### config.mk
export PLATFORM = sky130hd
export DESIGN_NAME = ppcr_regs
export DESIGN_NICKNAME = d
export VERILOG_FILES = /design/src/rtl/ppcr_pkg.sv /design/src/rtl/ppcr_regs.sv
export SDC_FILE = /design/constraint.sdc
export NUM_CORES = 1
export LEC_CHECK = 0
export ABC_AREA = 0
export ABC_CLOCK_PERIOD_IN_PS = 2350
export BUFFER_PORTS_ARGS = -buffer_cell sky130_fd_sc_hd__buf_2
export CORE_ASPECT_RATIO = 0.75
export CORE_MARGIN = 2
export CORE_UTILIZATION = 38
export CTS_BUF_LIST = sky130_fd_sc_hd__clkbuf_16
export CTS_CLUSTER_SIZE = 8
export DETAILED_ROUTE_END_ITERATION = 10
export GPL_TIMING_DRIVEN = 1
export SYNTH_ARGS = -nofsm -noshare
export SYNTH_HDL_FRONTEND = slang
export SYNTH_SLANG_ARGS = --single-unit
### constraint.sdc
create_clock -name clock_in -period 2.35 [get_ports clock_in]
set_input_delay 0 -clock clock_in [delete_from_list [all_inputs] [get_ports clock_in]]
set_output_delay 0 -clock clock_in [all_outputs]
set_load 0.02 [all_outputs]
### src/rtl/ppcr_pkg.sv
package ppcr_pkg;
   // Register indices; byte address is four times the index
   localparam logic [5:0] IDX_STATUS = 6'h01;
   localparam logic [5:0] IDX_REASON = 6'h02;
   localparam logic [5:0] IDX_TYPE = 6'h03;
   localparam logic [5:0] IDX_SCR_FIRST = 6'h04;
   localparam logic [5:0] IDX_SCR_LAST = 6'h0f;
   localparam logic [5:0] IDX_SW_EN = 6'h10;
   localparam logic [5:0] IDX_LIN_A_EN = 6'h12;
   localparam logic [5:0] IDX_LIN_B_EN = 6'h13;
   localparam logic [5:0] IDX_SYNC = 6'h14;
   localparam logic [5:0] IDX_DL1_VOLT = 6'h15;
   localparam logic [5:0] IDX_DL2_VOLT = 6'h16;
   localparam int SCR_COUNT = 12;
   // Writable masks and reset values
   localparam logic [7:0] SW_EN_MASK = 8'h7b;
   localparam logic [7:0] SW_EN_RST = 8'h7b;
   localparam logic [7:0] LIN_A_MASK = 8'h7f;
   localparam logic [7:0] LIN_A_RST = 8'h08;
   localparam logic [7:0] LIN_B_MASK = 8'hfc;
   localparam logic [7:0] LIN_B_RST = 8'h9c;
   localparam logic [7:0] VOLT_MASK = 8'h1f;
   localparam logic [7:0] DL1_VOLT_RST = 8'h16;
   localparam logic [7:0] DL2_VOLT_RST = 8'h16;
   localparam logic [7:0] SYNC_RST = 8'h48;
   // Control register bit positions
   localparam int SYNC_GLOBAL_COLD = 7;
   localparam int SYNC_DUAL_PHASE = 6;
   localparam int SYNC_POLY_PHASE = 5;
   localparam int SYNC_SLEEP_SET = 4;
   localparam int SYNC_LOW_HOLD = 3;
   localparam int SYNC_COLD_EN = 2;
   localparam int SYNC_SHADOW = 1;
   localparam int SYNC_XFER = 0;
   // Reason register bit positions
   localparam int RSN_KEY_OVR = 7;
   localparam int RSN_COLD_OFF = 6;
   localparam int RSN_UVLO = 5;
   localparam int RSN_COLD_RST = 4;
   localparam int RSN_GLOBAL_RST = 3;
   localparam int RSN_BATT_INS = 2;
   localparam int RSN_CHG_INS = 1;
   localparam int RSN_PWR_KEY = 0;
   // Timing
   localparam int CLK_KHZ = 200000;
   localparam int COLD_DELAY_MS = 64;
   localparam int LOW_HOLD_MS = 512;
   localparam int CNT_W = 28;
   // Pin synchroniser lanes
   localparam int SYNC_LANES = 8;
   typedef enum logic [2:0] {
      PPCR_ST_IDLE = 3'b001,
      PPCR_ST_DOWN = 3'b010,
      PPCR_ST_UP = 3'b100
   } ppcr_state_t;
endpackage

### src/rtl/ppcr_regs.sv
// Decided for this implementation: the APB slave port.
`timescale 1ns/1ps
`default_nettype none
// Summary of operation
// - Shutdown cause flags bits 7-5, write-one clears
// - Start-up cause flags bits 4-0, write-one clears
// - Status: over-temperature bit 7, charging bit 6
// - Battery present bit 5, valid when bit 4
// - Safe mode bit 3; bits 2-0 read zero
// - Fixed six-bit type code in bits 7-6,3-0
// - Twelve scratch bytes cleared only by power-on
// - Switcher enables bits 6,5,4,3,1,0 default on
// - Linear enables A bits 6-0, reset 08h
// - Linear enables B bits 7-2, reset 9ch
// - Bit 7 turns global reset into cold reset
// - Bit 2 starts cold reset, 64 ms off
// - Sleep-exit high, reset low 512 ms: cold reset
// - Bit 6 dual phase, bit 5 merges three/four
// - Bit 4 selects sleep voltage set
// - Bit 1 redirects writes to shadow, copies live
// - Bit 0 loads shadow, then clears bits 1-0
// - First digital linear voltage, five bits, 16h
// - Second digital linear voltage, five bits, 16h
module ppcr_regs #(
   parameter logic [5:0] TYPE_CODE = 6'h2a, // Arbitrary value
   parameter int unsigned COLD_DELAY_CYCLES = ppcr_pkg::COLD_DELAY_MS * ppcr_pkg::CLK_KHZ,
   parameter int unsigned LOW_HOLD_CYCLES = ppcr_pkg::LOW_HOLD_MS * ppcr_pkg::CLK_KHZ
) (
   // Clock and resets
   input wire logic clock_in,
   input wire logic srst_in,
   input wire logic por_srst_in,
   // APB slave
   input wire logic psel_in,
   input wire logic penable_in,
   input wire logic pwrite_in,
   input wire logic [7:0] paddr_in,
   input wire logic [31:0] pwdata_in,
   input wire logic [3:0] pstrb_in,
   output logic pready_out,
   output logic [31:0] prdata_out,
   output logic pslverr_out,
   // Charger and thermal status pins
   input wire logic over_temp_in,
   input wire logic charging_in,
   input wire logic batt_present_in,
   input wire logic batt_detect_done_in,
   input wire logic batt_safe_mode_in,
   // Host pins
   input wire logic host_sleep_exit_n_in,
   input wire logic platform_reset_n_in,
   input wire logic host_global_reset_n_in,
   // Reason events from on-chip power logic
   input wire logic key_override_evt_in,
   input wire logic cold_off_evt_in,
   input wire logic uvlo_evt_in,
   input wire logic batt_insert_evt_in,
   input wire logic chg_insert_evt_in,
   input wire logic power_key_evt_in,
   // Rail control
   output logic [7:0] switcher_en_out,
   output logic [7:0] linear_a_en_out,
   output logic [7:0] linear_b_en_out,
   output logic [4:0] digital_linear_one_volt_out,
   output logic [4:0] digital_linear_two_volt_out,
   output logic switcher_five_dual_out,
   output logic switcher_three_four_poly_out,
   output logic sleep_set_sel_out,
   output logic rails_off_out
);
   logic sys_rst;
   logic [ppcr_pkg::SYNC_LANES-1:0] pin_raw;
   logic [ppcr_pkg::SYNC_LANES-1:0] pin_s1_r;
   logic [ppcr_pkg::SYNC_LANES-1:0] pin_s2_r;
   logic [ppcr_pkg::SYNC_LANES-1:0] pin_s3_r;
   logic [ppcr_pkg::SYNC_LANES-1:0] pin_r;
   logic glb_n_d_r;
   logic glb_evt;
   logic [5:0] idx;
   logic hit;
   logic [7:0] rd_byte;
   logic wr;
   logic [7:0] wd;
   logic [7:0] status;
   logic [7:0] reason_r;
   logic [7:0] reason_set;
   logic [7:0] reason_clr;
   logic [7:0] scratch_r [ppcr_pkg::SCR_COUNT];
   logic [7:0] sync_r;
   logic low_hold_r;
   logic [6:0] sync_sys_r;
   logic [7:0] sw_r, lin_a_r, lin_b_r, v1_r, v2_r;
   logic [7:0] sh_sw_r, sh_lin_a_r, sh_lin_b_r, sh_v1_r, sh_v2_r;
   logic shadow_on;
   logic shadow_enter;
   logic xfer;
   logic live_wr;
   logic sh_wr;
   logic [ppcr_pkg::CNT_W-1:0] hold_cnt_r;
   logic hold_cond;
   logic hold_fire;
   logic [ppcr_pkg::CNT_W-1:0] cold_cnt_r;
   logic cold_req;
   ppcr_pkg::ppcr_state_t state_r;
   logic [31:0] prdata_r;
   logic pslverr_r;

   // Power-on reset also resets the system domain
   assign sys_rst = srst_in | por_srst_in;

   // Pin synchronisers: a change counts once stages two and three agree
   assign pin_raw = {host_global_reset_n_in, platform_reset_n_in, host_sleep_exit_n_in,
                     batt_safe_mode_in, batt_detect_done_in, batt_present_in,
                     charging_in, over_temp_in};
   generate
      for (genvar g = 0; g < ppcr_pkg::SYNC_LANES; g++) begin : g_sync
         always_ff @(posedge clock_in) begin
            pin_s1_r[g] <= pin_raw[g];
            pin_s2_r[g] <= pin_s1_r[g];
            pin_s3_r[g] <= pin_s2_r[g];
            if (sys_rst) begin
               pin_r[g] <= (g >= 5);
            end else if (pin_s2_r[g] == pin_s3_r[g]) begin
               pin_r[g] <= pin_s3_r[g];
            end
         end
      end
   endgenerate

   always_ff @(posedge clock_in) begin
      if (sys_rst) begin
         glb_n_d_r <= 1'b1;
      end else begin
         glb_n_d_r <= pin_r[7];
      end
   end
   assign glb_evt = glb_n_d_r & ~pin_r[7];

   // Status byte; low bits stay zero
   assign status = {pin_r[0], pin_r[1], pin_r[2], pin_r[3], pin_r[4], 3'b000};

   // APB decode
   assign idx = paddr_in[7:2];
   always_comb begin
      hit = (paddr_in[1:0] == 2'b00);
      rd_byte = 8'h00;
      if (idx >= ppcr_pkg::IDX_SCR_FIRST && idx <= ppcr_pkg::IDX_SCR_LAST) begin
         rd_byte = scratch_r[4'(idx - ppcr_pkg::IDX_SCR_FIRST)];
      end else begin
         unique case (idx)
            ppcr_pkg::IDX_STATUS: rd_byte = status;
            ppcr_pkg::IDX_REASON: rd_byte = reason_r;
            ppcr_pkg::IDX_TYPE: rd_byte = {TYPE_CODE[5:4], 2'b00, TYPE_CODE[3:0]};
            ppcr_pkg::IDX_SW_EN: rd_byte = sw_r;
            ppcr_pkg::IDX_LIN_A_EN: rd_byte = lin_a_r;
            ppcr_pkg::IDX_LIN_B_EN: rd_byte = lin_b_r;
            ppcr_pkg::IDX_SYNC: rd_byte = sync_r;
            ppcr_pkg::IDX_DL1_VOLT: rd_byte = v1_r;
            ppcr_pkg::IDX_DL2_VOLT: rd_byte = v2_r;
            default: hit = 1'b0;
         endcase
      end
   end

   // Zero wait: data is prepared in the setup cycle
   always_ff @(posedge clock_in) begin
      if (sys_rst) begin
         prdata_r <= 32'h0000_0000;
         pslverr_r <= 1'b0;
      end else if (psel_in && !penable_in) begin
         prdata_r <= {24'h00_0000, rd_byte};
         pslverr_r <= ~hit;
      end
   end
   assign pready_out = psel_in & penable_in;
   assign prdata_out = prdata_r;
   assign pslverr_out = pslverr_r;

   // Writes to unmapped addresses do nothing
   assign wr = psel_in & penable_in & pwrite_in & pstrb_in[0] & hit;
   assign wd = pwdata_in[7:0];

   // Reason flags: set wins over a write-one clear
   assign reason_set = {key_override_evt_in, cold_off_evt_in, uvlo_evt_in,
                        state_r == ppcr_pkg::PPCR_ST_UP, glb_evt,
                        batt_insert_evt_in, chg_insert_evt_in, power_key_evt_in};
   assign reason_clr = (wr && idx == ppcr_pkg::IDX_REASON) ? wd : 8'h00;
   always_ff @(posedge clock_in) begin
      if (por_srst_in) begin
         reason_r <= 8'h00;
      end else begin
         reason_r <= (reason_r & ~reason_clr) | reason_set;
      end
   end

   // Scratch survives system reset
   always_ff @(posedge clock_in) begin
      if (por_srst_in) begin
         for (int i = 0; i < ppcr_pkg::SCR_COUNT; i++) begin
            scratch_r[i] <= 8'h00;
         end
      end else if (wr && idx >= ppcr_pkg::IDX_SCR_FIRST && idx <= ppcr_pkg::IDX_SCR_LAST) begin
         scratch_r[4'(idx - ppcr_pkg::IDX_SCR_FIRST)] <= wd;
      end
   end

   // Shadow control
   assign shadow_on = sync_r[ppcr_pkg::SYNC_SHADOW];
   assign xfer = wr && idx == ppcr_pkg::IDX_SYNC && wd[ppcr_pkg::SYNC_XFER];
   assign shadow_enter = wr && idx == ppcr_pkg::IDX_SYNC && !xfer &&
                         wd[ppcr_pkg::SYNC_SHADOW] && !shadow_on;
   assign live_wr = wr && !shadow_on;
   assign sh_wr = wr && shadow_on;

   // Control register; low-hold enable only follows power-on reset
   always_ff @(posedge clock_in) begin
      if (por_srst_in) begin
         low_hold_r <= ppcr_pkg::SYNC_RST[ppcr_pkg::SYNC_LOW_HOLD];
      end else if (wr && idx == ppcr_pkg::IDX_SYNC) begin
         low_hold_r <= wd[ppcr_pkg::SYNC_LOW_HOLD];
      end
   end
   // Bit 3 lives apart so that each part has a single writer
   assign sync_r = {sync_sys_r[6:3], low_hold_r, sync_sys_r[2:0]};
   always_ff @(posedge clock_in) begin
      if (sys_rst) begin
         sync_sys_r <= {ppcr_pkg::SYNC_RST[7:4], ppcr_pkg::SYNC_RST[2:0]};
      end else if (xfer) begin
         sync_sys_r[6:3] <= wd[7:4];
         sync_sys_r[2] <= wd[2] | sync_sys_r[2];
         sync_sys_r[1:0] <= 2'b00;
      end else if (wr && idx == ppcr_pkg::IDX_SYNC) begin
         sync_sys_r[6:3] <= wd[7:4];
         sync_sys_r[2] <= wd[2];
         sync_sys_r[1] <= wd[1];
         sync_sys_r[0] <= 1'b0;
      end else if (cold_req && state_r == ppcr_pkg::PPCR_ST_IDLE) begin
         // Enable is consumed so the sequence does not repeat forever
         sync_sys_r[2] <= 1'b0;
      end
   end

   // Live rail registers
   always_ff @(posedge clock_in) begin
      if (sys_rst) begin
         sw_r <= ppcr_pkg::SW_EN_RST;
         lin_a_r <= ppcr_pkg::LIN_A_RST;
         lin_b_r <= ppcr_pkg::LIN_B_RST;
         v1_r <= ppcr_pkg::DL1_VOLT_RST;
         v2_r <= ppcr_pkg::DL2_VOLT_RST;
      end else if (xfer) begin
         sw_r <= sh_sw_r;
         lin_a_r <= sh_lin_a_r;
         lin_b_r <= sh_lin_b_r;
         v1_r <= sh_v1_r;
         v2_r <= sh_v2_r;
      end else if (live_wr) begin
         if (idx == ppcr_pkg::IDX_SW_EN) sw_r <= wd & ppcr_pkg::SW_EN_MASK;
         if (idx == ppcr_pkg::IDX_LIN_A_EN) lin_a_r <= wd & ppcr_pkg::LIN_A_MASK;
         if (idx == ppcr_pkg::IDX_LIN_B_EN) lin_b_r <= wd & ppcr_pkg::LIN_B_MASK;
         if (idx == ppcr_pkg::IDX_DL1_VOLT) v1_r <= wd & ppcr_pkg::VOLT_MASK;
         if (idx == ppcr_pkg::IDX_DL2_VOLT) v2_r <= wd & ppcr_pkg::VOLT_MASK;
      end
   end

   // Shadow rail registers
   always_ff @(posedge clock_in) begin
      if (sys_rst) begin
         sh_sw_r <= ppcr_pkg::SW_EN_RST;
         sh_lin_a_r <= ppcr_pkg::LIN_A_RST;
         sh_lin_b_r <= ppcr_pkg::LIN_B_RST;
         sh_v1_r <= ppcr_pkg::DL1_VOLT_RST;
         sh_v2_r <= ppcr_pkg::DL2_VOLT_RST;
      end else if (shadow_enter) begin
         sh_sw_r <= sw_r;
         sh_lin_a_r <= lin_a_r;
         sh_lin_b_r <= lin_b_r;
         sh_v1_r <= v1_r;
         sh_v2_r <= v2_r;
      end else if (sh_wr) begin
         if (idx == ppcr_pkg::IDX_SW_EN) sh_sw_r <= wd & ppcr_pkg::SW_EN_MASK;
         if (idx == ppcr_pkg::IDX_LIN_A_EN) sh_lin_a_r <= wd & ppcr_pkg::LIN_A_MASK;
         if (idx == ppcr_pkg::IDX_LIN_B_EN) sh_lin_b_r <= wd & ppcr_pkg::LIN_B_MASK;
         if (idx == ppcr_pkg::IDX_DL1_VOLT) sh_v1_r <= wd & ppcr_pkg::VOLT_MASK;
         if (idx == ppcr_pkg::IDX_DL2_VOLT) sh_v2_r <= wd & ppcr_pkg::VOLT_MASK;
      end
   end

   // Platform reset held low while sleep-exit is high
   assign hold_cond = sync_r[ppcr_pkg::SYNC_LOW_HOLD] & pin_r[5] & ~pin_r[6];
   assign hold_fire = hold_cond && hold_cnt_r == ppcr_pkg::CNT_W'(LOW_HOLD_CYCLES - 1);
   always_ff @(posedge clock_in) begin
      if (sys_rst || !hold_cond) begin
         hold_cnt_r <= '0;
      end else if (hold_cnt_r != ppcr_pkg::CNT_W'(LOW_HOLD_CYCLES)) begin
         // Saturates so one long low fires once
         hold_cnt_r <= hold_cnt_r + 1'b1;
      end
   end

   assign cold_req = sync_r[ppcr_pkg::SYNC_COLD_EN] | hold_fire |
                     (glb_evt & sync_r[ppcr_pkg::SYNC_GLOBAL_COLD]);

   // Cold reset sequence; global and low-hold requests during it are dropped, a set bit 2 waits for idle
   always_ff @(posedge clock_in) begin
      if (sys_rst) begin
         state_r <= ppcr_pkg::PPCR_ST_IDLE;
         cold_cnt_r <= '0;
      end else begin
         unique case (state_r)
            ppcr_pkg::PPCR_ST_IDLE: begin
               cold_cnt_r <= '0;
               if (cold_req) begin
                  state_r <= ppcr_pkg::PPCR_ST_DOWN;
               end
            end
            ppcr_pkg::PPCR_ST_DOWN: begin
               cold_cnt_r <= cold_cnt_r + 1'b1;
               if (cold_cnt_r == ppcr_pkg::CNT_W'(COLD_DELAY_CYCLES - 1)) begin
                  state_r <= ppcr_pkg::PPCR_ST_UP;
               end
            end
            ppcr_pkg::PPCR_ST_UP: begin
               state_r <= ppcr_pkg::PPCR_ST_IDLE;
            end
         endcase
      end
   end

   // Rail enable outputs follow live registers unless the rails are held off; voltage outputs always follow
   assign rails_off_out = (state_r == ppcr_pkg::PPCR_ST_DOWN);
   assign switcher_en_out = rails_off_out ? 8'h00 : sw_r;
   assign linear_a_en_out = rails_off_out ? 8'h00 : lin_a_r;
   assign linear_b_en_out = rails_off_out ? 8'h00 : lin_b_r;
   assign digital_linear_one_volt_out = v1_r[4:0];
   assign digital_linear_two_volt_out = v2_r[4:0];
   assign switcher_five_dual_out = sync_r[ppcr_pkg::SYNC_DUAL_PHASE];
   assign switcher_three_four_poly_out = sync_r[ppcr_pkg::SYNC_POLY_PHASE];
   assign sleep_set_sel_out = sync_r[ppcr_pkg::SYNC_SLEEP_SET];
endmodule
`default_nettype wire

After elaboration in Yosys (flattened, before gate mapping)

Memories as Yosys holds them, arrays and structs flattened.
Index checks and enable logic that the tools add are counted.
W data, S select, Z words.

Add/subtract/negate cells: 3
Magnitude comparators: 2
Equal/unequal tests: 25
Muxes and demuxes: 50
Bitwise logic cells: 18
Reductions and logical operators: 49

Operators with widths:

| kind                    | number |
|---|---|
| $mux W8                 | 31 |
| $pmux W8 S9             | 1 |
| $add A28 B1 Y28 const B | 2 |
| $pmux W28 S2            | 1 |
| $eq A6 B5 Y1 const B    | 6 |
| $eq A28 B24 Y1 const B  | 1 |
| $eq A28 B27 Y1 const B  | 1 |
| $ne A28 B27 Y1 const B  | 1 |
| $reduce_bool A2 Y1      | 14 |
| $reduce_and A2 Y1       | 11 |
| $logic_and A1 B1 Y1     | 14 |
| $eq A6 B2 Y1 const B    | 2 |
| $mux W1                 | 10 |
| $pmux W3 S3             | 1 |
| $reduce_or A9 Y1        | 1 |
| $and A1 B1 Y1           | 8 |
| $and A8 B8 Y8           | 1 |
| $eq A1 B1 Y1            | 8 |
| $mux W4                 | 2 |
| $not A8 Y8              | 1 |
| $or A8 B8 Y8            | 1 |
| $reduce_or A8 Y1        | 1 |
| $mux W7                 | 1 |
| $eq A6 B1 Y1 const B    | 1 |
| other kinds (17)        | 26 |

Bits in registers: 196
RAM bits: 96
Input port bits: 64
Output and inout bits: 72
Logic and storage cells: 201
Memories kept: 1

Memories:

| name      | depth | width | read ports | clocked after memory_dff | write ports | line            | text |
|---|---|---|---|---|---|---|---|
| scratch_r | 12    | 8     | 1          | 0                        | 12          | ppcr_regs.sv:88 | `logic [7:0] scratch_r [ppcr_pkg::SCR_COUNT];` |

Depth between registers and ports, before layout

Gate-level depths: netlist of run 1.

Depth in word-level cells: 13
Depth in mapped cells: 11
Gate-level depth less buffers: 7

Worst setup path before layout of run 1

Ideal clock, no wire load.

Path type: in2reg
Start point: input port paddr_in[4]
End point: memory scratch_r[12][0] (enable)
Setup time: 332 ps
Data arrival time: 1947 ps
Required time: 2018 ps
Path slack: 71 ps
Stages: 9
Path buffers: 2
Cell sequence: clkbuf_1 inv_1 ha_1 buf_2 nor3b_1 a211oi_4 nand3b_4 nor3_1 and2_1

RTL lines:

| what               | line            | text |
|---|---|---|
| start: declaration | ppcr_regs.sv:37 | `input wire logic [7:0] paddr_in,` |
| end: declaration   | ppcr_regs.sv:88 |  |

Worst setup path after layout of run 1

Start point: input port paddr_in[6]
End point: register reason_r[1]

Cells in the longest elaborated chain, start to end: 10
Elaborated cells on any way between the ends: 21
Those cells by class: order compare: 2; eq/ne: 9; mux: 3; bitwise: 4; reduce/logical: 3

Ends and longest elaborated chain:

| what                                 | line                               | text |
|---|---|---|
| $eq A6 B2 Y1 (tied with other cells) | ppcr_regs.sv:150, ppcr_regs.sv:187 |  |
| $reduce_or A9 Y1 (no source line)    | n/a                                |  |
| $mux W1                              | ppcr_regs.sv:150                   | `unique case (idx)` |
| $mux W1                              | ppcr_regs.sv:147                   | `if (idx >= ppcr_pkg::IDX_SCR_FIRST && idx <= ppcr_pkg::IDX_SCR_LAST) begin` |
| $and A1 B1 Y1                        | ppcr_regs.sv:180                   | `assign wr = psel_in & penable_in & pwrite_in & pstrb_in[0] & hit;` |
| $logic_and A1 B1 Y1 (*)              | ppcr_regs.sv:187                   | `assign reason_clr = (wr && idx == ppcr_pkg::IDX_REASON) ? wd : 8'h00;` |
| $mux W8 (*)                          | ppcr_regs.sv:187                   |  |
| $not A8 Y8 (*)                       | ppcr_regs.sv:192                   | `reason_r <= (reason_r & ~reason_clr) \| reason_set;` |
| $and A8 B8 Y8 (*)                    | ppcr_regs.sv:192                   |  |
| $or A8 B8 Y8 (*)                     | ppcr_regs.sv:192                   |  |
| end signal: assignment               | ppcr_regs.sv:192                   |  |
| end: declaration                     | ppcr_regs.sv:85                    | `logic [7:0] reason_r;` |

Mark *: on every way between the ends. The rest lies on a longest branch, timed or not.
A chain may end at the register's enable or synchronous reset.

==> results of run 1 <==
-- cell usage after synthesis, types with 11 or more instances --
| cell type | count |
|---|---|
| a21oi_1 | 74 |
| edfxtp_1 | 128 |
| nand2_1 | 95 |
| and2_1 | 30 |
| mux2_2 | 14 |
| nand4_1 | 30 |
| mux2i_1 | 89 |
| buf_2 | 20 |
| nor4_1 | 11 |
| and3_1 | 25 |
| o21ai_0 | 58 |
| xor2_1 | 19 |
| buf_4 | 35 |
| clkbuf_1 | 75 |
| nand3_1 | 53 |
| inv_1 | 17 |
| nor2_1 | 210 |
| a21o_1 | 12 |
| a22oi_1 | 63 |
| dfxtp_1 | 196 |
| nor3_1 | 30 |
| a211oi_1 | 18 |
-- metal layers --
metal | track usage, % | vias to the layer above
li1 | - | 5536
met1 | 31.8 | 5670
met2 | 31.1 | 511
met3 | 5.05 | 79
met4 | 6.72 | 0
met5 | 0 | -
-- timing repair --
item,4_1_cts,5_1_grt
buffers inserted,0,0
hold buffers,30,0
endpoints found under the setup margin,0,42
hold endpoints to repair,77,0
gates resized for setup,0,3
-- cell usage in the layout (no fill, tap or decap), types with 34 or more instances in the layout --
| cell type | n |
|---|---|
| a22oi_1 | 63 |
| inv_1 | 34 |
| nor2_1 | 209 |
| dfxtp_1 | 195 |
| o21ai_0 | 58 |
| clkbuf_16 | 46 |
| mux2i_1 | 89 |
| nand3_1 | 53 |
| buf_4 | 70 |
| nand2_1 | 95 |
| conb_1 | 48 |
| a21oi_1 | 74 |
| edfxtp_1 | 128 |
| buf_2 | 83 |
-- cell type report --
class / count / area share [%]
clock inverter: 21 / 0.721
multi-input combinational: 1031 / 35.8
timing repair buffer: 202 / 9.16
clock buffer: 46 / 6.50
sequential: 324 / 43.9
inverter: 17 / 0.360
tap: 512 / 3.62
-- how the worst min path moves through the flow --
stage                        startpoint          endpoint  depth (start not counted)  slack, ns
global placement    batt_detect_done_in       pin_s1_r[3]                          1       0.10
detailed placement  batt_detect_done_in       pin_s1_r[3]                          1       0.10
floorplan                  over_temp_in       pin_s1_r[0]                          0       0.03
global route               pwdata_in[0]  scratch_r[15][0]                          2       0.02
finish                     pwdata_in[0]  scratch_r[15][0]                          2       0.04
CTS                        pwdata_in[0]  scratch_r[12][0]                          2      0.002
-- cells by family after synthesis --
| logic type | Yosys count | synth area share [%] |
|---|---|---|
| AO/OA/AOI/OAI | 293 | 13.3 |
| XOR/XNOR | 24 | 1.43 |
| adder cells (fa/ha/maj) | 7 | 0.597 |
| buffers and inverters | 153 | 5.19 |
| flip-flops | 324 | 53.0 |
| multiplexers | 109 | 8.07 |
| other | 1 | 0.0256 |
| AND/OR/NAND/NOR | 550 | 18.4 |
-- power breakdown --
group	switching [mW]	total, mW	leakage [nW]	internal [mW]
clock	2.40	5.90	0.687	3.50
combinational	0.505	0.801	3.20	0.296
sequential	0.0580	6.06	2.81	6.01
total	2.97	12.8	6.70	9.80
-- per-stage QoR --
step | cell area (sq um) | worst slack, ns
6_report | 17700 | 0.108
3_3_place_gp | 16100 | 0.00670
3_5_place_dp | 16100 | 0.0187
5_1_grt | 17700 | 0.0301
4_1_cts | 17700 | 0.0252
2_1_floorplan | 14800 | 0.0714
==> results_dict.tcl, run 1 <==
set metrics [dict create \
    seqCellArea_sq_um 7770 \
    critical_path.endpoint "reason_r[1]" \
    largest_reg_flops 128 \
    relSlewSlack_pct 52.7 \
    cts-root-buf "clkbuf_16" \
    final_cells 2153 \
    fin_util_pct 46.4 \
    portBuffers 84 \
    wl_microns 43300 \
    p_per_area_nw_per_um2 721 \
    numCtsBuffers 46 \
    cp.buffers_inverters 5 \
    largest_registers "scratch_r: 128 flops, cold_cnt_r: 28 flops, hold_cnt_r: 28 flops" \
    crit_arrival_ns 2.69 \
    p_leak_nw 6.70 \
    avgRoutedWirePerCell_microns 20.1 \
    fp-row-count 62 \
    crit_chain "dlygate4sd3_1 > buf_2 > nor3b_2 > a211oi_4 > buf_12 > o21ai_2 > nor3_2 > buf_4 > a311oi_1 > dlygate4sd3_1" \
    met3_length_microns 4260 \
    cts_sinks 324 \
    wl_met2_microns 18300 \
    final_antenna_net_count 0 \
    clk_latency_ns 0.57 \
    crit_path_max_fanout 14 \
    antenna_found_initial 0 \
    synth_edf_count 128 \
    cp-startpoint "paddr_in[6]" \
    syn_inst 1461 \
    multiInputGateArea_sq_um 6330 \
    hold_class "in2reg" \
    cp.required_ns 2.80 \
    die_y_microns 174 \
    period_share_pct 95.4 \
    reg2reg_to "sh_sw_r[4]" \
    nNetsFinal 1693 \
    io_pins 136 \
    r2r_cells 6 \
    ys_types 70 \
    cts_tree "yes" \
    top_layer "met4" \
    yosysWarningCount 0 \
    synth.avg_cell_area_sq_um 10.0 \
    power.total_mw 12.8 \
    drtIter0Drc 1341 \
    grt_max_degree 62 \
    path_clk_slew_ns 0.05 \
    htree_levels 2 \
    r2r_slack_ns 0.21 \
    rsz0062_at_grt "no" \
    synth.area.top_cells "dfxtp_1 27%, edfxtp_1 26%, mux2i_1 6.1%" \
    antennaDiodeCount 0 \
    drv_slew 0 \
    timing.setup.tns_ns 0 \
    drive_gt1_share_pct 16.8 \
    setup_viol 0 \
    grt_use_total_pct 21.6 \
    crit_family "buffers and inverters" \
    gr-total-overflow 0 \
    crit_top_cell "dlygate4sd3_1" \
    crit_path_end_kind "register" \
    max_stage_delay_ns 0.58 \
    netlist.area_leader.share_pct 26.8 \
    yosysSeqAreaShare_pct 53.0 \
    worst_pin_slew_ns 0.702 \
    regMostFlops "scratch_r" \
    avgViaCountPerCell 5.48 \
    critPathLaunchType "primary input" \
    gp_congestion 0.935 \
    first_pass_iters 8 \
    yosys.area.top_type "dfxtp_1" \
    period_needed_ns 2.24 \
    coreArea_sq_um 38200 \
    dp_hpwl_microns 30100 \
    cap_viol_max_count 0 \
    ctsLongestPathBuffers 3 \
    fp.dieW_microns 231 \
    synth_seq_cells 324 \
    start_util_pct 38.4 \
    vdd_drop_max_mv 0.588 \
    grt_pass1_vias 11100 \
    nFillCells 3568 \
    crit_slowest_cell "dlygate4sd3_1" \
    path_class "in2reg" \
    fmax_ghz 0.446 \
    ys.flop_type "dfxtp_1" \
    hold_violations 0 \
    clock-skew-final_ns 0.0278 \
    post-place-cells 2056 \
    die-area_sq_um 40200 \
    timing.rr.start "sync_sys_r[1]" \
    cp.depth 10 \
    status "finished, final reports clean" \
    vias 11800 \
    syn_area_sq_um 14700 \
    area_growth_pct 20.8 \
    wl_met1_microns 19600 \
    hold_ws_ns 0.0397 \
    grt_pass1_wl_microns 66700 \
    async_reset_ff_share_pct 0 \
    drc 0 \
]
No activity file was read; power rests on OpenSTA's default activity.
==> inputs of run 2 (changes only) <==
--- a/config.mk
+++ b/config.mk
@@ -7,14 +7,15 @@
 export LEC_CHECK = 0
 export ABC_AREA = 0
 export ABC_CLOCK_PERIOD_IN_PS = 2350
-export BUFFER_PORTS_ARGS = -buffer_cell sky130_fd_sc_hd__buf_2
 export CORE_ASPECT_RATIO = 0.75
 export CORE_MARGIN = 2
 export CORE_UTILIZATION = 38
 export CTS_BUF_LIST = sky130_fd_sc_hd__clkbuf_16
 export CTS_CLUSTER_SIZE = 8
 export DETAILED_ROUTE_END_ITERATION = 10
+export DONT_BUFFER_PORTS = 1
 export GPL_TIMING_DRIVEN = 1
+export PLACE_DENSITY = 0.54
 export SYNTH_ARGS = -nofsm -noshare
 export SYNTH_HDL_FRONTEND = slang
 export SYNTH_SLANG_ARGS = --single-unit
==> run 2 against run 1 <==
Core utilization fell by 1.3 points. Critical endpoint is now prdata_out[7]. First-iteration DRC count fell by 7.1%. Clock-buffer cell count rose by 1. Non-clock buffer count fell by 86. Sequential share of layout area rose by 1.3 points. Global-route usage rose by 1.1 points. Worst setup slack improved by 0.0051 ns. Flip-flop and latch count did not move. Clock power rose by 1%. Critical path depth rose by 1. Final area fell by 2.9%. Combinational power fell by 13%.
==> results_dict.tcl, run 2 (synthesis results as in run 1) <==
set metrics [dict create \
    period_share_pct 95.2 \
    status "finished, final reports clean" \
    critPathLaunchType "primary input" \
    drc 0 \
    grt_pass1_wl_microns 69100 \
    cts_tree "yes" \
    fp-row-count 62 \
    path_class "in2reg" \
    cp.required_ns 2.79 \
    layout_commonest_cell "nor2_1" \
    hold_class "in2reg" \
    grt_use_total_pct 22.7 \
    gp_congestion 0.875 \
    grt_max_degree 77 \
    path_clk_slew_ns 0.05 \
    drive_gt1_share_pct 11.2 \
    die_y_microns 174 \
    worstHoldStart "charging_in" \
    gr-total-overflow 0 \
    vdd_drop_max_mv 0.497 \
    reg2reg_to "prdata_out[7]" \
    grt.met2_usage_pct 32.0 \
    relSlewSlack_pct 18.1 \
    use_met3_pct 4.74 \
    avgRoutedWirePerCell_microns 22.0 \
    fin_area_sq_um 17200 \
    ctsLongestPathBuffers 3 \
    gr-usage-met1_pct 34.4 \
    die-area_sq_um 40200 \
    fp.dieW_microns 231 \
    avgViaCountPerCell 5.58 \
    final_cell_mix "209 x nor2_1, 196 x dfxtp_1, 128 x edfxtp_1, 95 x nand2_1, 89 x mux2i_1" \
    crit_path_end_kind "register" \
    area_growth_pct 17.3 \
    wl_microns 45700 \
    r2r_cells 6 \
    antenna_found_initial 6 \
    worst_pin_slew_ns 1.22 \
    hold-path-cell-count 1 \
    start_util_pct 38.4 \
    final_antenna_net_count 0 \
    portBuffers 0 \
    hold_violations 0 \
    period_needed_ns 2.24 \
    clock-skew-final_ns 0.0121 \
    nNetsFinal 1607 \
    setup_viol 0 \
    grt_busiest_layer "met1" \
    cts-root-buf "clkbuf_16" \
    io_pins 136 \
    largest_registers "scratch_r: 128 flops, cold_cnt_r: 28 flops, hold_cnt_r: 28 flops" \
    largest_reg_flops 128 \
    htree_levels 2 \
    crit_path_max_fanout 20 \
    dp_hpwl_microns 30000 \
    r2r_slack_ns 0.19 \
    p_per_area_nw_per_um2 741 \
    cts_sinks 324 \
    rsz0062_at_grt "no" \
    coreArea_sq_um 38200 \
    grt_pass1_vias 10900 \
    first_pass_iters 5 \
    vias 11600 \
    fmax_ghz 0.447 \
    dpl-instance-area_sq_um 15400 \
    regMostFlops "scratch_r" \
    drtIter0Drc 1246 \
    cap_viol_max_count 0 \
    timing.setup.tns_ns 0 \
    crit_arrival_ns 2.68 \
    drv_slew 0 \
    timing.rr.start "scratch_r[2][7]" \
    clk_latency_ns 0.56 \
    min_to "pin_s1_r[1]" \
    numCtsBuffers 46 \
    p_leak_nw 6.30 \
]
run 2: how the worst max path moves through the flow:
stage	start	endpoint	slack, ns	cells past startpoint
6_report	paddr_in[5]	prdata_out[7]	0.11	11
5_1_grt	paddr_in[5]	prdata_out[7]	0.003	9
4_1_cts	paddr_in[5]	prdata_out[7]	0.11	11
3_5_place_dp	paddr_in[5]	scratch_r[9][6]	0.13	8
3_3_place_gp	paddr_in[5]	scratch_r[2][3]	0.16	7
2_1_floorplan	paddr_in[4]	scratch_r[12][0]	0.07	9
run 2: per-layer routing:
metal | share of wire (%) | up-vias
li1 | - | 5387
met1 | 48 | 5629
met2 | 41 | 463
met3 | 8.2 | 83
met4 | 2.5 | 4
met5 | 0.066 | -
run 2: per-stage QoR:
step	hold WS, ns	std cells	power [mW]	util (%)	setup slack, ns
5_1_grt	0.0102	2071	13.2	45.0	0.00260
2_1_floorplan	0.0277	1508	6.60	-	0.0714
6_report	0.00635	2074	12.7	45.0	0.113
4_1_cts	0.000590	2069	12.8	45.0	0.115
3_5_place_dp	0.0278	1955	6.72	40.4	0.128
3_3_place_gp	0.0278	1955	6.71	40.4	0.162
run 2: final cells by class:
cell class	instances	area (sq um)
Fill cell	3645	21000
Clock inverter	22	105
Inverter	17	63.8
Antenna cell	5	12.5
Multi-Input combinational cell	1031	6340
Sequential cell	324	7770
Clock buffer	47	1180
Timing Repair Buffer	116	1090
Tap cell	512	641
run 2: critical path, stage by stage:
cell and delay, ns:
inv_1 0.04, ha_1 0.20, buf_6 0.18, nand4bb_1 0.13
nor2_1 0.06, dlygate4sd3_1 0.57, buf_6 0.16, a222oi_1 0.35
and4_1 0.32, a31oi_1 0.10, dlygate4sd3_1 0.56
run 2: repair_timing:
item                                    in CTS  in global routing
hold buffers                                45                  0
hold endpoints to repair                   327                  0
endpoints found under the setup margin       0                  2
resized for setup                            0                  4
buffers inserted                             0                  0
run 2: power by group:
part	total, mW	internal, mW	switching (mW)
Sequential	6.07	6.00	0.0620
Combinational	0.696	0.251	0.445
Clock	5.98	3.55	2.44
==> inputs of run 3 (changes only) <==
--- a/config.mk
+++ b/config.mk
@@ -16,6 +16,7 @@
 export DONT_BUFFER_PORTS = 1
 export GPL_TIMING_DRIVEN = 1
 export PLACE_DENSITY = 0.54
+export RECOVER_POWER = 100
 export SYNTH_ARGS = -nofsm -noshare
 export SYNTH_HDL_FRONTEND = slang
 export SYNTH_SLANG_ARGS = --single-unit
==> run 3 against run 2 <==
The flow now finishes with violations (capacitance limit, slew limit). Sequential power barely moved. Register-to-register slack worse by 0.05 ns. Global-route usage did not move. Final area is 1.3% lower. Flip-flop and latch count stayed put. Routed wire length grew 0.10%. Cell count is essentially flat. Clock power is essentially flat. Clock skew decreased by 0.00072 ns. Critical path type unchanged. Highest routed layer unchanged.
==> results_dict.tcl, run 3 (synthesis results as in run 1) <==
set metrics [dict create \
    crit_path_end_kind "register" \
    final_cell_mix "210 x nor2_1, 196 x dfxtp_1, 128 x edfxtp_1, 95 x nand2_1, 89 x mux2i_1" \
    grt_pass1_wl_microns 69100 \
    worst_pin_slew_ns 1.51 \
    nFillCells 3691 \
    cts_tree "yes" \
    path_class "in2reg" \
    p_leak_nw 6.15 \
    clock-skew-final_ns 0.0114 \
    path_clk_slew_ns 0.05 \
    period_needed_ns 2.24 \
    seq_power_share_pct 47.7 \
    area_growth_pct 15.8 \
    layout_commonest_cell "nor2_1" \
    p_per_area_nw_per_um2 749 \
    gp_congestion 0.875 \
    fin_area_sq_um 17000 \
    crit_slowest_cell "dlygate4sd3_1" \
    drive_gt1_share_pct 9.51 \
    dp_hpwl_microns 30000 \
    portBuffers 0 \
    crit_chain "inv_1 > ha_1 > buf_6 > nand4bb_1 > nor2_1 > dlygate4sd3_1 > buf_6 > a222oi_1 > and4_1 > a31oi_1 > dlygate4sd3_1" \
    first_pass_iters 5 \
    intPower_mw 9.78 \
    grt_pass1_vias 10900 \
    regMostFlops "scratch_r" \
    gr-total-overflow 0 \
    dpl-instance-area_sq_um 15400 \
    crit_path_max_fanout 20 \
    fp.dieW_microns 231 \
    drv_slew 20 \
    relSlewSlack_pct -0.541 \
    rsz0062_at_grt "no" \
    power.share.clock_pct 47.0 \
    setup_viol 0 \
    wl_microns 45700 \
    hold_class "in2reg" \
    critPathLaunchType "primary input" \
    cp.required_ns 2.79 \
    pwr-share-comb_pct 5.3 \
    drtIter0Drc 1188 \
    cts-root-buf "clkbuf_16" \
    avgViaCountPerCell 5.57 \
    period_share_pct 95.2 \
    crit_arrival_ns 2.68 \
    cts_setup_buffers 0 \
    start_util_pct 38.4 \
    nNetsFinal 1607 \
    antenna_found_initial 7 \
    timing.setup.tns_ns 0 \
    cap_viol_max_count 1 \
    fin_util_pct 44.5 \
    cp.buffers_inverters 5 \
    drc 0 \
    final_antenna_net_count 0 \
    vias 11600 \
    htree_levels 2 \
    hold_violations 0 \
    crit_family "buffers and inverters" \
    ctsLongestPathBuffers 3 \
    largest_registers "scratch_r: 128 flops, cold_cnt_r: 28 flops, hold_cnt_r: 28 flops" \
    io_pins 136 \
    grt_use_total_pct 22.7 \
    vdd_drop_max_mv 0.496 \
    violations "capacitance limit, slew limit" \
    clk_latency_ns 0.56 \
    power_switching_mw 2.93 \
    largest_reg_flops 128 \
    fmax_ghz 0.447 \
    numCtsBuffers 46 \
    die-area_sq_um 40200 \
    cts_sinks 324 \
    swShare_pct 23.0 \
    fp-row-count 62 \
    max_stage_delay_ns 0.57 \
    avgRoutedWirePerCell_microns 22.0 \
    die_y_microns 174 \
    status "finished with violations" \
    coreArea_sq_um 38200 \
    grt_max_degree 77 \
]
-- run 3: cell types whose count changed in the layout (fill, tap and decap cells not counted), moves of 3 or more --
cell,before,now
and2_1,30,3
clkbuf_2,0,5
and2_0,0,27
nor3_2,6,2
nor3_1,27,31
or2_0,0,3
clkbuf_1,0,19
buf_4,61,44
buf_12,8,0
-- run 3: metal layers --
metal	track usage, %	share of wire, %
met1	34.4	47
met2	32.0	42
met3	4.74	8.7
met4	6.69	2.3
met5	0	0.066
-- run 3: what timing repair did --
item | CTS | global route
gates resized for setup | 0 | 4
setup endpoints to repair | 0 | 2
endpoints found under the hold margin | 327 | 0
hold buffers | 45 | 0
-- run 3: final cells by class --
type                            count  area [sq um]  share of cell area [%]
Sequential cell                   324          7770                    45.8
Multi-Input combinational cell   1031          6290                    37.1
Clock buffer                       47          1180                    6.93
Timing Repair Buffer              116           908                    5.35
Tap cell                          512           641                    3.77
Clock inverter                     22           105                   0.619
Inverter                           17          63.8                   0.376
Antenna cell                        7          17.5                   0.103
-- run 3: metrics by stage --
step / setup slack (ns) / hold slack (ns) / std cells / power [mW]
2_1_floorplan: 0.0714 / 0.0277 / 1508 / 6.60
3_3_place_gp: 0.162 / 0.0278 / 1955 / 6.71
3_5_place_dp: 0.128 / 0.0278 / 1955 / 6.72
4_1_cts: 0.115 / 0.000590 / 2069 / 12.8
5_1_grt: 0.00943 / 0.0102 / 2073 / 13.1
6_report: 0.112 / 0.0134 / 2076 / 12.7
-- run 3: final timing paths --
path	startpoint	end	slack (ns)	cells after the start
setup / recovery	paddr_in[5]	prdata_out[7]	0.11	11
hold / removal	charging_in	pin_s1_r[1]	0.01	1
setup reg to reg	sync_sys_r[1]	sh_lin_b_r[7]	0.14	6
hold reg to reg	pin_s1_r[2]	pin_s2_r[2]	0.31	0
-- run 3: power groups by stage --
stage / clock network (mW) / logic (mW) / registers [mW]
2_1_floorplan: 0 / 0.452 / 6.15
3_3_place_gp: 0 / 0.537 / 6.17
3_5_place_dp: 0 / 0.540 / 6.18
4_1_cts: 6.09 / 0.683 / 6.07
5_1_grt: 6.35 / 0.717 / 6.07
6_report: 5.97 / 0.670 / 6.07
